<file path="config.mk">
export PLATFORM = sky130hd
export DESIGN_NAME = can_trx_ctrl
export DESIGN_NICKNAME = d
export VERILOG_FILES = /design/src/can_ctrl_pkg.sv /design/src/pattern_if.sv /design/src/dominant_timer.sv /design/src/wake_pattern_detect.sv /design/src/can_trx_ctrl.sv
export SDC_FILE = /design/constraint.sdc
export NUM_CORES = 1
export LEC_CHECK = 0
export BUFFER_PORTS_ARGS = -buffer_cell sky130_fd_sc_hd__buf_2
export CORE_UTILIZATION = 55
export CTS_BUF_LIST = sky130_fd_sc_hd__clkbuf_2
export CTS_CLUSTER_DIAMETER = 150
export DETAILED_ROUTE_END_ITERATION = 12
export PLACE_DENSITY_LB_ADDON = 0.05
export SETUP_SLACK_MARGIN = 0.4
export SLEW_MARGIN = 20
export SYNTH_ARGS = -nofsm -noshare
export SYNTH_HDL_FRONTEND = slang
export SYNTH_SLANG_ARGS = --single-unit
</file>
<file path="constraint.sdc">
create_clock -name clk -period 4.55 [get_ports clk]
set_clock_uncertainty 0.1 [all_clocks]
set_input_delay 0.455 -clock clk [delete_from_list [all_inputs] [get_ports clk]]
set_output_delay 0.455 -clock clk [all_outputs]
set_load 0.05 [all_outputs]
</file>
<file path="src/can_ctrl_pkg.sv">
// Shared constants and types of the CAN transceiver mode, wake and fault control.
// Assumes a single 250 MHz clock; all times are converted to cycles of that clock.
package can_ctrl_pkg;

  // Transceiver mode field codes.
  localparam logic [1:0] TRX_OFF = 2'h0;
  localparam logic [1:0] TRX_WAKE = 2'h1;
  localparam logic [1:0] TRX_RX_ONLY = 2'h2;
  localparam logic [1:0] TRX_NORMAL = 2'h3;
  localparam logic [1:0] TRX_MODE_RESET = TRX_OFF;

  typedef enum logic [2:0] {
    dev_normal,
    dev_stop,
    dev_sleep,
    dev_restart,
    dev_fail_safe
  } device_mode_e;

  typedef enum logic [1:0] {
    term_floating,
    term_ground,
    term_half_supply,
    term_fixed_2v5
  } termination_e;

  typedef enum logic [1:0] {
    wp_idle,
    wp_dom1,
    wp_rec,
    wp_dom2
  } wake_state_e;

  // Clock and times.
  localparam int CLK_PERIOD_NS = 4;
  localparam int WAKE_MIN_TIME_NS = 500;
  localparam int WAKE_MAX_TIME_NS = 1800;
  localparam int ENABLE_TIME_NS = 10000;
  localparam int TXD_TIMEOUT_US = 1000;
  localparam int BUS_TIMEOUT_US = 2000;
  localparam int SILENCE_TIME_US = 1000;

  localparam int WAKE_MIN_CYCLES = (WAKE_MIN_TIME_NS + CLK_PERIOD_NS - 1) / CLK_PERIOD_NS;
  localparam int WAKE_MAX_CYCLES = WAKE_MAX_TIME_NS / CLK_PERIOD_NS;
  localparam int ENABLE_CYCLES = (ENABLE_TIME_NS + CLK_PERIOD_NS - 1) / CLK_PERIOD_NS;
  localparam int TXD_TIMEOUT_CYCLES = (TXD_TIMEOUT_US * 1000 + CLK_PERIOD_NS - 1) / CLK_PERIOD_NS;
  localparam int BUS_TIMEOUT_CYCLES = (BUS_TIMEOUT_US * 1000 + CLK_PERIOD_NS - 1) / CLK_PERIOD_NS;
  localparam int SILENCE_CYCLES = (SILENCE_TIME_US * 1000 + CLK_PERIOD_NS - 1) / CLK_PERIOD_NS;

  // Counter widths.
  localparam int TIMER_W = 20;
  localparam int WAKE_W = 10;

endpackage

</file>
<file path="src/pattern_if.sv">
// Carrier between the control block and its bus watchers.
// Assumes the owner drives the watched level and enable, and the watcher answers with hit.
`timescale 1ns/1ps
interface pattern_if;
  logic dominant;
  logic enable;
  logic hit;
  modport owner(output dominant, output enable, input hit);
  modport watcher(input dominant, input enable, output hit);
endinterface

</file>
<file path="src/dominant_timer.sv">
// Measures how long a level stays dominant while enabled.
// Assumes the level is synchronous to clk; hit holds while the time-out persists.
`timescale 1ns/1ps
module dominant_timer #(
  parameter int LIMIT = 16,
  parameter int W = 20
) (
  // Clock and reset.
  input wire logic clk,
  input wire logic reset_n,
  // Watched level.
  pattern_if.watcher watch
);

  logic [W-1:0] cnt;
  wire run = watch.enable && watch.dominant;

  assign watch.hit = (cnt == W'(LIMIT + 1));

  always_ff @(posedge clk or negedge reset_n) begin
    if (!reset_n) begin
      cnt <= '0;
    end else if (!run) begin
      cnt <= '0;
    end else if (!watch.hit) begin
      cnt <= cnt + 1'b1;
    end
  end

endmodule

</file>
<file path="src/wake_pattern_detect.sv">
// Recognises the dominant, recessive, dominant wake pattern on the bus.
// Assumes the bus level is synchronous to clk; hit is a one-cycle pulse.
`timescale 1ns/1ps
module wake_pattern_detect #(
  parameter int MIN = 125,
  parameter int MAX = 450,
  parameter int W = 10
) (
  // Clock and reset.
  input wire logic clk,
  input wire logic reset_n,
  // Watched bus level.
  pattern_if.watcher watch
);

  can_ctrl_pkg::wake_state_e state;
  logic [W-1:0] cnt;
  logic hit;

  wire dom = watch.dominant;
  wire phase_ok = cnt >= W'(MIN);
  wire rec_ok = cnt > W'(MIN);
  wire too_long = cnt >= W'(MAX - 1);

  assign watch.hit = hit;

  always_ff @(posedge clk or negedge reset_n) begin
    if (!reset_n) begin
      state <= can_ctrl_pkg::wp_idle;
      cnt <= '0;
      hit <= 1'b0;
    end else if (!watch.enable) begin
      state <= can_ctrl_pkg::wp_idle;
      cnt <= '0;
      hit <= 1'b0;
    end else begin
      hit <= 1'b0;
      cnt <= W'(1);
      unique case (state)
        can_ctrl_pkg::wp_idle: begin
          if (dom) begin
            state <= can_ctrl_pkg::wp_dom1;
          end
        end
        can_ctrl_pkg::wp_dom1: begin
          if (dom && too_long) begin
            state <= can_ctrl_pkg::wp_idle;
          end else if (dom) begin
            cnt <= cnt + 1'b1;
          end else begin
            state <= phase_ok ? can_ctrl_pkg::wp_rec : can_ctrl_pkg::wp_idle;
          end
        end
        can_ctrl_pkg::wp_rec: begin
          if (!dom && too_long) begin
            state <= can_ctrl_pkg::wp_idle;
          end else if (!dom) begin
            cnt <= cnt + 1'b1;
          end else begin
            state <= rec_ok ? can_ctrl_pkg::wp_dom2 : can_ctrl_pkg::wp_dom1;
          end
        end
        can_ctrl_pkg::wp_dom2: begin
          if (dom && cnt == W'(MIN - 1)) begin
            hit <= 1'b1;
            state <= can_ctrl_pkg::wp_idle;
          end else if (dom) begin
            cnt <= cnt + 1'b1;
          end else begin
            state <= can_ctrl_pkg::wp_idle;
          end
        end
      endcase
    end
  end

endmodule

</file>
<file path="src/can_trx_ctrl.sv">
// Mode, wake-up and fault supervision of the high-speed CAN transceiver.
// Assumes all inputs are synchronous to clk and software bits arrive as plain ports.
//
// What this block does
// RULE1: Wake-capable selectable in stop, sleep, restart, normal; forced in fail-safe.
// RULE2: After a bus wake in wake-capable mode, receive output stays low until mode changes.
// RULE3: Wake needs dominant and recessive phases between the two wake times, then a dominant phase of the minimum wake time.
// RULE4: After a wake the mode field still reads the wake-capable code.
// RULE5: Software rearms by leaving wake-capable mode, then selecting it again.
// RULE6: Entering stop, sleep or fail-safe rearms wake detection automatically.
// RULE7: Wake in stop or normal raises interrupt, wake status and low receive output.
// RULE8: Wake in stop never moves the device to normal by itself.
// RULE9: Wake in stop enables a disabled watchdog when the on-wake bit is set.
// RULE10: Wake in sleep requests restart, drives receive low, raises no interrupt.
// RULE11: Wake from sleep, restart or fail-safe requests restart; stop and normal stay.
// RULE12: Termination follows transceiver mode, supply state and wake state.
// RULE13: Ground termination connects only after the silence time in wake-capable mode.
// RULE14: Transmit dominant past its time-out in normal mode forces the bus recessive.
// RULE15: A transmit time-out keeps the mode field and sets the CAN fault flag.
// RULE16: The transmitter resumes once the transmit input is recessive again.
// RULE17: Bus dominant past its time-out in normal or receive-only sets the fault flag.
// RULE18: The bus clamp time-out is always longer than the transmit time-out.
// RULE19: Supply undervoltage in normal or receive-only sets a flag and stops transmitting.
// RULE20: Transmitting resumes automatically when the supply recovers.
// RULE21: Undervoltage detection runs only while the upper mode bit is set.
// RULE22: Receive-only mode keeps delivering bus data even without transceiver supply.
// RULE23: Mode is off after reset; off mode ignores bus wake events.
// RULE24: Transmit waits for the enable time and the next recessive-to-dominant edge.
// RULE25: Mode codes are off 00, wake 01, receive-only 10, normal 11.
`timescale 1ns/1ps
module can_trx_ctrl #(
  parameter int TXD_TIMEOUT_CYCLES = can_ctrl_pkg::TXD_TIMEOUT_CYCLES,
  parameter int BUS_TIMEOUT_CYCLES = can_ctrl_pkg::BUS_TIMEOUT_CYCLES,
  parameter int SILENCE_CYCLES = can_ctrl_pkg::SILENCE_CYCLES
) (
  // Clock and reset.
  input wire logic clk,
  input wire logic reset_n,
  // Device state.
  input wire can_ctrl_pkg::device_mode_e device_mode,
  input wire logic watchdog_on_bus_wake,
  input wire logic watchdog_enabled,
  // Software control.
  input wire logic mode_write,
  input wire logic [1:0] mode_value,
  input wire logic can_fail_clear,
  input wire logic supply_low_clear,
  input wire logic wake_status_clear,
  input wire logic irq_clear,
  // Controller and analog side.
  input wire logic bus_transmit_in,
  input wire logic bus_dominant_in,
  input wire logic transceiver_supply_low,
  // Transceiver outputs.
  output logic [1:0] transceiver_mode,
  output logic bus_receive_out,
  output logic bus_drive_dominant,
  output can_ctrl_pkg::termination_e termination,
  // Status and events.
  output logic can_fail_flag,
  output logic transceiver_supply_low_flag,
  output logic wake_source_status,
  output logic irq_out_n,
  output logic restart_request,
  output logic watchdog_enable_request
);

  localparam int TW = can_ctrl_pkg::TIMER_W;
  localparam int BUS_LIMIT =
    (BUS_TIMEOUT_CYCLES > TXD_TIMEOUT_CYCLES) ? BUS_TIMEOUT_CYCLES : TXD_TIMEOUT_CYCLES + 1;

  pattern_if wake_watch();
  pattern_if txd_watch();
  pattern_if bus_watch();

  can_ctrl_pkg::device_mode_e prev_device_mode;
  can_ctrl_pkg::termination_e next_termination;
  logic [1:0] next_mode;
  logic woken;
  logic txd_hit_q;
  logic bus_hit_q;
  logic tx_gate;
  logic [TW-1:0] enable_cnt;
  logic [TW-1:0] silence_cnt;

  // Device mode decoding.
  wire in_normal = device_mode == can_ctrl_pkg::dev_normal;
  wire in_stop = device_mode == can_ctrl_pkg::dev_stop;
  wire in_sleep = device_mode == can_ctrl_pkg::dev_sleep;
  wire in_fail_safe = device_mode == can_ctrl_pkg::dev_fail_safe;
  wire dev_changed = device_mode != prev_device_mode;
  wire rearm_entry = dev_changed && (in_stop || in_sleep || in_fail_safe); // see RULE6

  // Transceiver mode decoding.
  wire mode_off = transceiver_mode == can_ctrl_pkg::TRX_OFF;
  wire mode_wake = transceiver_mode == can_ctrl_pkg::TRX_WAKE;
  wire mode_rx = transceiver_mode == can_ctrl_pkg::TRX_RX_ONLY;
  wire mode_normal = transceiver_mode == can_ctrl_pkg::TRX_NORMAL;

  // Software mode requests allowed per device mode.
  wire wake_allowed = !in_fail_safe; // see RULE1
  wire active_allowed = in_normal || in_stop;
  wire write_ok = mode_write && ((mode_value == can_ctrl_pkg::TRX_OFF)
    || (mode_value == can_ctrl_pkg::TRX_WAKE && wake_allowed)
    || (mode_value[1] && active_allowed));

  // Fail-safe forces wake-capable; otherwise an accepted write sets the field.
  assign next_mode = in_fail_safe ? can_ctrl_pkg::TRX_WAKE // see RULE1
    : (write_ok ? mode_value : transceiver_mode); // see RULE25

  // Wake detection runs only while wake-capable and armed; off mode ignores the bus.
  assign wake_watch.dominant = bus_dominant_in;
  assign wake_watch.enable = mode_wake && !woken; // see RULE23
  wire wake_hit = wake_watch.hit;

  // Transmit and bus time-out watchers.
  wire txd_dominant = !bus_transmit_in;
  assign txd_watch.dominant = txd_dominant;
  assign txd_watch.enable = mode_normal; // see RULE14
  assign bus_watch.dominant = bus_dominant_in;
  assign bus_watch.enable = transceiver_mode[1]; // see RULE17
  wire txd_hit = txd_watch.hit;
  wire fail_event = (txd_hit && !txd_hit_q) || (bus_watch.hit && !bus_hit_q); // see RULE15

  // Undervoltage is watched only in normal and receive-only.
  wire supply_low_active = transceiver_mode[1] && transceiver_supply_low; // see RULE21

  // Enable time after entering normal mode.
  wire enable_done = enable_cnt == TW'(can_ctrl_pkg::ENABLE_CYCLES);
  wire silence_done = silence_cnt == TW'(SILENCE_CYCLES);

  // Driver: gated by enable sequence, time-out and undervoltage.
  wire next_drive = mode_normal && tx_gate && !txd_hit // see RULE16
    && !supply_low_active && txd_dominant; // see RULE20

  // Receive output per mode.
  wire next_receive = mode_wake ? !woken // see RULE2
    : (transceiver_mode[1] ? !bus_dominant_in : 1'b1); // see RULE22

  // Termination per mode.
  always_comb begin
    next_termination = can_ctrl_pkg::term_floating;
    if (mode_normal) begin
      next_termination = can_ctrl_pkg::term_half_supply; // see RULE12
    end else if (mode_rx) begin
      next_termination = transceiver_supply_low ? can_ctrl_pkg::term_fixed_2v5
        : can_ctrl_pkg::term_half_supply;
    end else if (mode_wake && woken) begin
      next_termination = can_ctrl_pkg::term_fixed_2v5;
    end else if (mode_wake && silence_done) begin
      next_termination = can_ctrl_pkg::term_ground; // see RULE13
    end
  end

  // Wake reactions per device mode.
  wire wake_irq = wake_hit && (in_stop || in_normal); // see RULE7
  wire wake_restart = wake_hit && !in_stop && !in_normal; // see RULE11
  wire wake_watchdog = wake_hit && in_stop && watchdog_on_bus_wake && !watchdog_enabled;

  dominant_timer #(
    .LIMIT(TXD_TIMEOUT_CYCLES),
    .W(TW)
  ) txd_timer (
    .clk(clk),
    .reset_n(reset_n),
    .watch(txd_watch)
  );

  dominant_timer #(
    .LIMIT(BUS_LIMIT), // see RULE18
    .W(TW)
  ) bus_timer (
    .clk(clk),
    .reset_n(reset_n),
    .watch(bus_watch)
  );

  wake_pattern_detect #(
    .MIN(can_ctrl_pkg::WAKE_MIN_CYCLES),
    .MAX(can_ctrl_pkg::WAKE_MAX_CYCLES),
    .W(can_ctrl_pkg::WAKE_W)
  ) wake_detect ( // see RULE3
    .clk(clk),
    .reset_n(reset_n),
    .watch(wake_watch)
  );

  // Mode field and wake state.
  always_ff @(posedge clk or negedge reset_n) begin
    if (!reset_n) begin
      transceiver_mode <= can_ctrl_pkg::TRX_MODE_RESET; // see RULE23
      prev_device_mode <= can_ctrl_pkg::dev_normal;
      woken <= 1'b0;
    end else begin
      transceiver_mode <= next_mode; // see RULE4
      prev_device_mode <= device_mode;
      if (wake_hit) begin
        woken <= 1'b1;
      end else if (next_mode != can_ctrl_pkg::TRX_WAKE || rearm_entry) begin
        woken <= 1'b0; // see RULE5
      end
    end
  end

  // Enable and silence timing.
  always_ff @(posedge clk or negedge reset_n) begin
    if (!reset_n) begin
      enable_cnt <= '0;
      silence_cnt <= '0;
      tx_gate <= 1'b0;
    end else begin
      enable_cnt <= !mode_normal ? '0 : (enable_done ? enable_cnt : enable_cnt + 1'b1);
      silence_cnt <= !mode_wake ? '0 : (silence_done ? silence_cnt : silence_cnt + 1'b1);
      if (!mode_normal) begin
        tx_gate <= 1'b0;
      end else if (enable_done && !txd_dominant) begin
        tx_gate <= 1'b1; // see RULE24
      end
    end
  end

  // Pin outputs.
  always_ff @(posedge clk or negedge reset_n) begin
    if (!reset_n) begin
      bus_drive_dominant <= 1'b0;
      bus_receive_out <= 1'b1;
      termination <= can_ctrl_pkg::term_floating;
    end else begin
      bus_drive_dominant <= next_drive; // see RULE19
      bus_receive_out <= next_receive;
      termination <= next_termination;
    end
  end

  // Sticky flags; a set in the cycle of a clear wins.
  always_ff @(posedge clk or negedge reset_n) begin
    if (!reset_n) begin
      txd_hit_q <= 1'b0;
      bus_hit_q <= 1'b0;
      can_fail_flag <= 1'b0;
      transceiver_supply_low_flag <= 1'b0;
      wake_source_status <= 1'b0;
      irq_out_n <= 1'b1;
    end else begin
      txd_hit_q <= txd_hit;
      bus_hit_q <= bus_watch.hit;
      can_fail_flag <= fail_event || (can_fail_flag && !can_fail_clear); // see RULE17
      transceiver_supply_low_flag <= supply_low_active
        || (transceiver_supply_low_flag && !supply_low_clear); // see RULE19
      wake_source_status <= wake_hit || (wake_source_status && !wake_status_clear);
      irq_out_n <= !(wake_irq || (!irq_out_n && !irq_clear)); // see RULE10
    end
  end

  // Event pulses to the device mode and watchdog logic.
  always_ff @(posedge clk or negedge reset_n) begin
    if (!reset_n) begin
      restart_request <= 1'b0;
      watchdog_enable_request <= 1'b0;
    end else begin
      restart_request <= wake_restart; // see RULE8
      watchdog_enable_request <= wake_watchdog; // see RULE9
    end
  end
endmodule

</file>
# == Yosys cells after proc, flatten, opt, wreduce, memory -nomap -nowiden ==
# Cells that the tools add are included.
# W data, S select, Z words.
# word_totals
in_bits,17
out_inout_bits,12
word_cells,161
register_bits,112
# classes
reduce_logical,63
n_eq_ne,26
mux,42
add_sub_neg,5
n_lt_le_gt_ge,3
# ops
op,count
$mux W20,8
$add A20 B1 Y20 const B,4
$mux W10,6
$eq A20 B18 Y1 const B,2
$logic_and A1 B1 Y1,30
$mux W2,15
$pmux W10 S3,1
$eq A20 B12 Y1 const B,1
$eq A20 B19 Y1 const B,1
$logic_not A1 Y1,17
$ne A4 B4 Y1 const B,3
$logic_or A1 B1 Y1,11
$mux W1,11
$add A10 B1 Y10 const B,1
$eq A10 B7 Y1 const B,1
$ge A10 B7 Y1 const B,1
$ge A10 B9 Y1 const B,1
$gt A10 B7 Y1 const B,1
$eq A2 B2 Y1 const B,4
$ne A2 B2 Y1 const B,4
$pmux W2 S4,1
$eq A2 B1 Y1 const B,3
$logic_not A2 Y1,2
$ne A2 B1 Y1 const B,2
8 further kinds,8

# == Depth between registers and ports, before layout ==
# depth
word_depth,12
mapped_depth,7
depth_no_buf,7

# == Modules after synthesis ==
# Synthesis repeated with hierarchy kept, for this count alone.
# hier_totals
hier_cells,593
area_unflattened_um2,5943.2
# by_module_without_submodules
mod,cells_per_inst,seq_area_each_um2,area_each_um2,n_inst
can_trx_ctrl,292,1478.9,2874.0,1
dominant_timer at txd_timer,112,500.5,1121.1,1
dominant_timer at bus_timer,111,500.5,1108.6,1
wake_pattern_detect,78,325.3,839.6,1

# == Worst setup path before layout ==
# OpenSTA, ideal clock, no wires.
# synth_timing
path_kind,reg2reg
startpoint,reg wake_detect.cnt[0]
endpoint,reg wake_detect.cnt[2]
path_buffers,0
t_arrival_ps,1765
path_slack_ps,2613
synth_period_minus_slack_ps,1937
setup_time_ps,73
stages_incl_launch_ff,7
required_ps,4377
cell_sequence,dfrtp_1 > ha_1 > nor3b_1 > a211oi_1 > o32ai_1 > nand2_1 > nor2_1
# synth_between
elab_chain_cells,5
word_cells_on_any_way,13
classes_between,1 x add/sub; 1 x order compare; 1 x eq/ne; 7 x mux; 3 x reduce/logical
# synth_lines
element,line_no,rtl
start: declaration,wake_pattern_detect.sv:17,logic [W-1:0] cnt;
start signal: assignment,wake_pattern_detect.sv:49,cnt <= cnt + 1'b1;
start signal: assignment,wake_pattern_detect.sv:58,cnt <= cnt + 1'b1;
start signal: assignment,wake_pattern_detect.sv:68,cnt <= cnt + 1'b1;
$add A10 B1 Y10 (tied with other cells),"wake_pattern_detect.sv:49, wake_pattern_detect.sv:58, wake_pattern_detect.sv:68",
$mux W10 (tied with other cells),"wake_pattern_detect.sv:48, wake_pattern_detect.sv:67",
$mux W10 (on tied branches),"wake_pattern_detect.sv:64, wake_pattern_detect.sv:46, wake_pattern_detect.sv:55",
$pmux W10 S3 (*),wake_pattern_detect.sv:39,unique case (state)
$mux W10 (*),wake_pattern_detect.sv:32,end else if (!watch.enable) begin
# Every way passes the cells marked *; elsewhere a longest branch is shown, timed or not.
# A chain may end at the register's enable or synchronous reset.

# == Worst setup path after layout ==
# layout_timing
startpoint,reg wake_detect.cnt[0]
endpoint,reg wake_detect.cnt[5]
# The elaborated chain is that of the path after synthesis.

==> impl_metrics.env <==
export IMPL_status="finished clean"
export IMPL_yosysTopAreaCellShare_pct=49.36
export IMPL_p_seq_share_pct=64.7
export IMPL_ctsRootBufferMaster="clkbuf_2"
export IMPL_end_kind="flop"
export IMPL_finalSetupViolCount=0
export IMPL_clock_sinks=112
export IMPL_drt_iter0_markers=150
export IMPL_worst_slew_pin_slew_ns=0.8437
export IMPL_synth_seq_cells=112
export IMPL_critPathTopFamily="simple AND/OR/NAND/NOR gates"
export IMPL_stdcell_count=760
export IMPL_netlist_area_um2=5577
export IMPL_htree_levels=3
export IMPL_dp_cells=727
export IMPL_insertion_delay_ns=0.62
export IMPL_cts_resized=0
export IMPL_synth_cells=575
export IMPL_cts_tree="built"
export IMPL_ys_warn_count=0
export IMPL_nFillCells=856
export IMPL_ir_worst_vdd_v=0.0002473
export IMPL_cts_setup_buffers=0
export IMPL_period_needed_ns=2.306
export IMPL_rr_startpoint="wake_detect.cnt[0]$_DFF_PN0_"
export IMPL_viasPerCell=5.405
export IMPL_slew_headroom_pct=43.75
export IMPL_p_int_mw=1.156
export IMPL_cpPeakStageDelay_ns=0.53
export IMPL_synth_cell_type_count=52
export IMPL_p_per_area_nw_per_um2=264.7
export IMPL_dieWidth_um=102.7
export IMPL_synth_flop_cell="dfrtp_1"
export IMPL_drive_gt1_share_pct=10.05
export IMPL_synth_seq_area_share_pct=50.30
export IMPL_num_rows=36
export IMPL_synthArstFlopShare_pct=100.0
export IMPL_synthTopCellsByArea="dfrtp_1 49%, nor2_1 6.1%, xor2_1 5.7%, xnor2_1 5.3%, nand2_1 2.8%"
export IMPL_yosys_top_cells_count="110 x dfrtp_1, 90 x nor2_1, 41 x nand2_1"
export IMPL_ioPinCount=29
export IMPL_antenna_found_initial=0
export IMPL_r2r_cells=6
export IMPL_pwr_share_comb_pct=9.7
export IMPL_port_buffers=28
export IMPL_drv_cap=0
export IMPL_post_route_period_util_pct=50.68
export IMPL_slew_viol_final=0
export IMPL_whs_endpoint="transceiver_mode[0]$_DFF_PN0_"
export IMPL_swShare_pct=28.68
export IMPL_required_ns=5.03
export IMPL_rsz0062_at_grt="false"
export IMPL_grt_pass1_wl_um=18410
export IMPL_core_um2=9819
export IMPL_grt_overflow_total=0
export IMPL_r2r_end="wake_detect.cnt[5]$_DFF_PN0_"
export IMPL_cts_buffers=9
export IMPL_setup_tns_ns=0
export IMPL_cp_max_fo=7
export IMPL_arrival_ns=2.79
export IMPL_hold_violations=0
export IMPL_r2r_slack_ns=2.24
export IMPL_hold_path_startpoint="mode_value[1]"
export IMPL_mappedNetlistNets=603
export IMPL_leakage_nw=2.500
export IMPL_fp_dieArea_um2=10550
export IMPL_synth_largest_area_cell="dfrtp_1"
export IMPL_place_congestion=0.7861
export IMPL_wl_per_cell_um=13.90
export IMPL_cp_start_kind="flop"
export IMPL_yosysMostFrequentCell="dfrtp_1"
export IMPL_clk_pin_slew_ns=0.31
export IMPL_grt_usage_pct=22.45
export IMPL_fin_nets=650
export IMPL_hold_path_class="input pin to flop"
export IMPL_min_path_cells=5
export IMPL_slowest_stage="dfrtp_1"
export IMPL_drc=0
export IMPL_die_h_um=102.7
export IMPL_p_switching_uw=464.8
export IMPL_final_antenna_net_count=0
export IMPL_worstPathCellList="ha_1, nor3b_1, a211oi_1, o32ai_1, nand2_1, nor2_1"
export IMPL_critPathBufInv=0
export IMPL_max_freq_ghz=0.4337
export IMPL_synth_edf_count=0
export IMPL_area_delta_synth_final_pct=9.805
export IMPL_wl_um=10560
export IMPL_via_count=4108
export IMPL_power_frac_clock_pct=25.7
export IMPL_start_util_pct=56.79
export IMPL_critical_path_class="flop to flop"
export IMPL_antennaDiodeCount=0
export IMPL_clk_path_buf_depth=2
export IMPL_grt_pass1_vias=3993
export IMPL_avgSynthCellArea_um2=9.698
export IMPL_cts_hold_repair_buffers=17
export IMPL_hpwlAfterDp_um=7235
export IMPL_grt_max_degree=68
export IMPL_first_pass_iters=4
cell type report:
class	instances	area (um^2)	area share (%)
flip-flops and latches	112	2805	45.81
clock buffers	10	50.05	0.8173
inverters	30	112.6	1.839
multi-input cells	423	2618	42.75
clock inverters	6	51.30	0.8378
well taps	133	166.4	2.718
repair buffers	46	320.3	5.231
metrics by stage:
step | util, % | power, mW | setup WS, ns | hold WS, ns | instance area (um^2)
floorplan | - | 1.151 | 2.613 | 0.05941 | 5577
global placement | 59.59 | 1.204 | 2.402 | 0.3612 | 5852
detailed placement | 59.59 | 1.210 | 2.278 | 0.3680 | 5852
CTS | 62.36 | 1.648 | 2.247 | 0.1953 | 6123
global route | 62.36 | 1.711 | 2.028 | 0.2260 | 6123
finish | 62.36 | 1.621 | 2.244 | 0.2765 | 6123
cells by family (layout without fill, tap and decap cells):
family	after synthesis	after routing	share of synthesized area, %
flops	112	112	50.30
mux	3	3	0.5385
compound gates	63	63	6.799
simple gates	276	276	26.14
fa+ha+maj	11	11	2.468
buf+inv	40	92	2.760
xor+xnor	70	70	10.99
tightest hold or removal path: cells and delay by family:
family                 cells  cell delay (ns)
buffers and inverters      2             0.18
AND/OR/NAND/NOR            1             0.09
multiplexers               1             0.14
AO/OA/AOI/OAI              1             0.13
flip-flops by register name, indices dropped and copies added (netlist names), 2 cells and up:
name	cells
wake_detect.state	2
enable_cnt	20
prev_device_mode	3
silence_cnt	20
txd_timer.cnt	20
bus_timer.cnt	20
wake_detect.cnt	10
termination	2
transceiver_mode	2
per-layer routing:
metal | GRT usage, % | wire (um)
met3 | 7.186 | 469
met5 | 0 | 0
met4 | 5.495 | 92
met2 | 35.13 | 4818
met1 | 30.43 | 5183
cells in the final DEF (no fill, tap or decap), drive strengths merged, types with 17 or more instances in the layout:
master       instances
nand4               21
nand3               31
nor2                90
xor2                36
nor3                19
inv                 33
a21oi               20
nand2               41
buf                 29
xnor2               34
dfrtp              110
dlygate4sd3         17
o21ai               25
how the worst max path moves through the flow:
stage                     slack, ns                    startpoint                           end  depth (start not counted)
after CTS                      2.25  wake_detect.cnt[0]$_DFF_PN0_  wake_detect.cnt[5]$_DFF_PN0_                          6
after global routing           2.03  wake_detect.cnt[1]$_DFF_PN0_  wake_detect.cnt[5]$_DFF_PN0_                          7
after detailed placement       2.28  wake_detect.cnt[0]$_DFF_PN0_  wake_detect.cnt[5]$_DFF_PN0_                          6
final                          2.24  wake_detect.cnt[0]$_DFF_PN0_  wake_detect.cnt[5]$_DFF_PN0_                          6
after floorplan                2.61  wake_detect.cnt[0]$_DFF_PN0_  wake_detect.cnt[2]$_DFF_PN0_                          6
after global placement         2.40  wake_detect.cnt[0]$_DFF_PN0_  wake_detect.cnt[2]$_DFF_PN0_                          6
power by group through the flow:
stage               sequential (mW)  clock [mW]  combinational, mW
floorplan                      1.07           0             0.0832
global placement               1.06           0              0.143
detailed placement             1.06           0              0.148
CTS                            1.05       0.441              0.160
global route                   1.05       0.478              0.179
finish                         1.05       0.416              0.156
No activity file was read; power rests on OpenSTA's default activity.
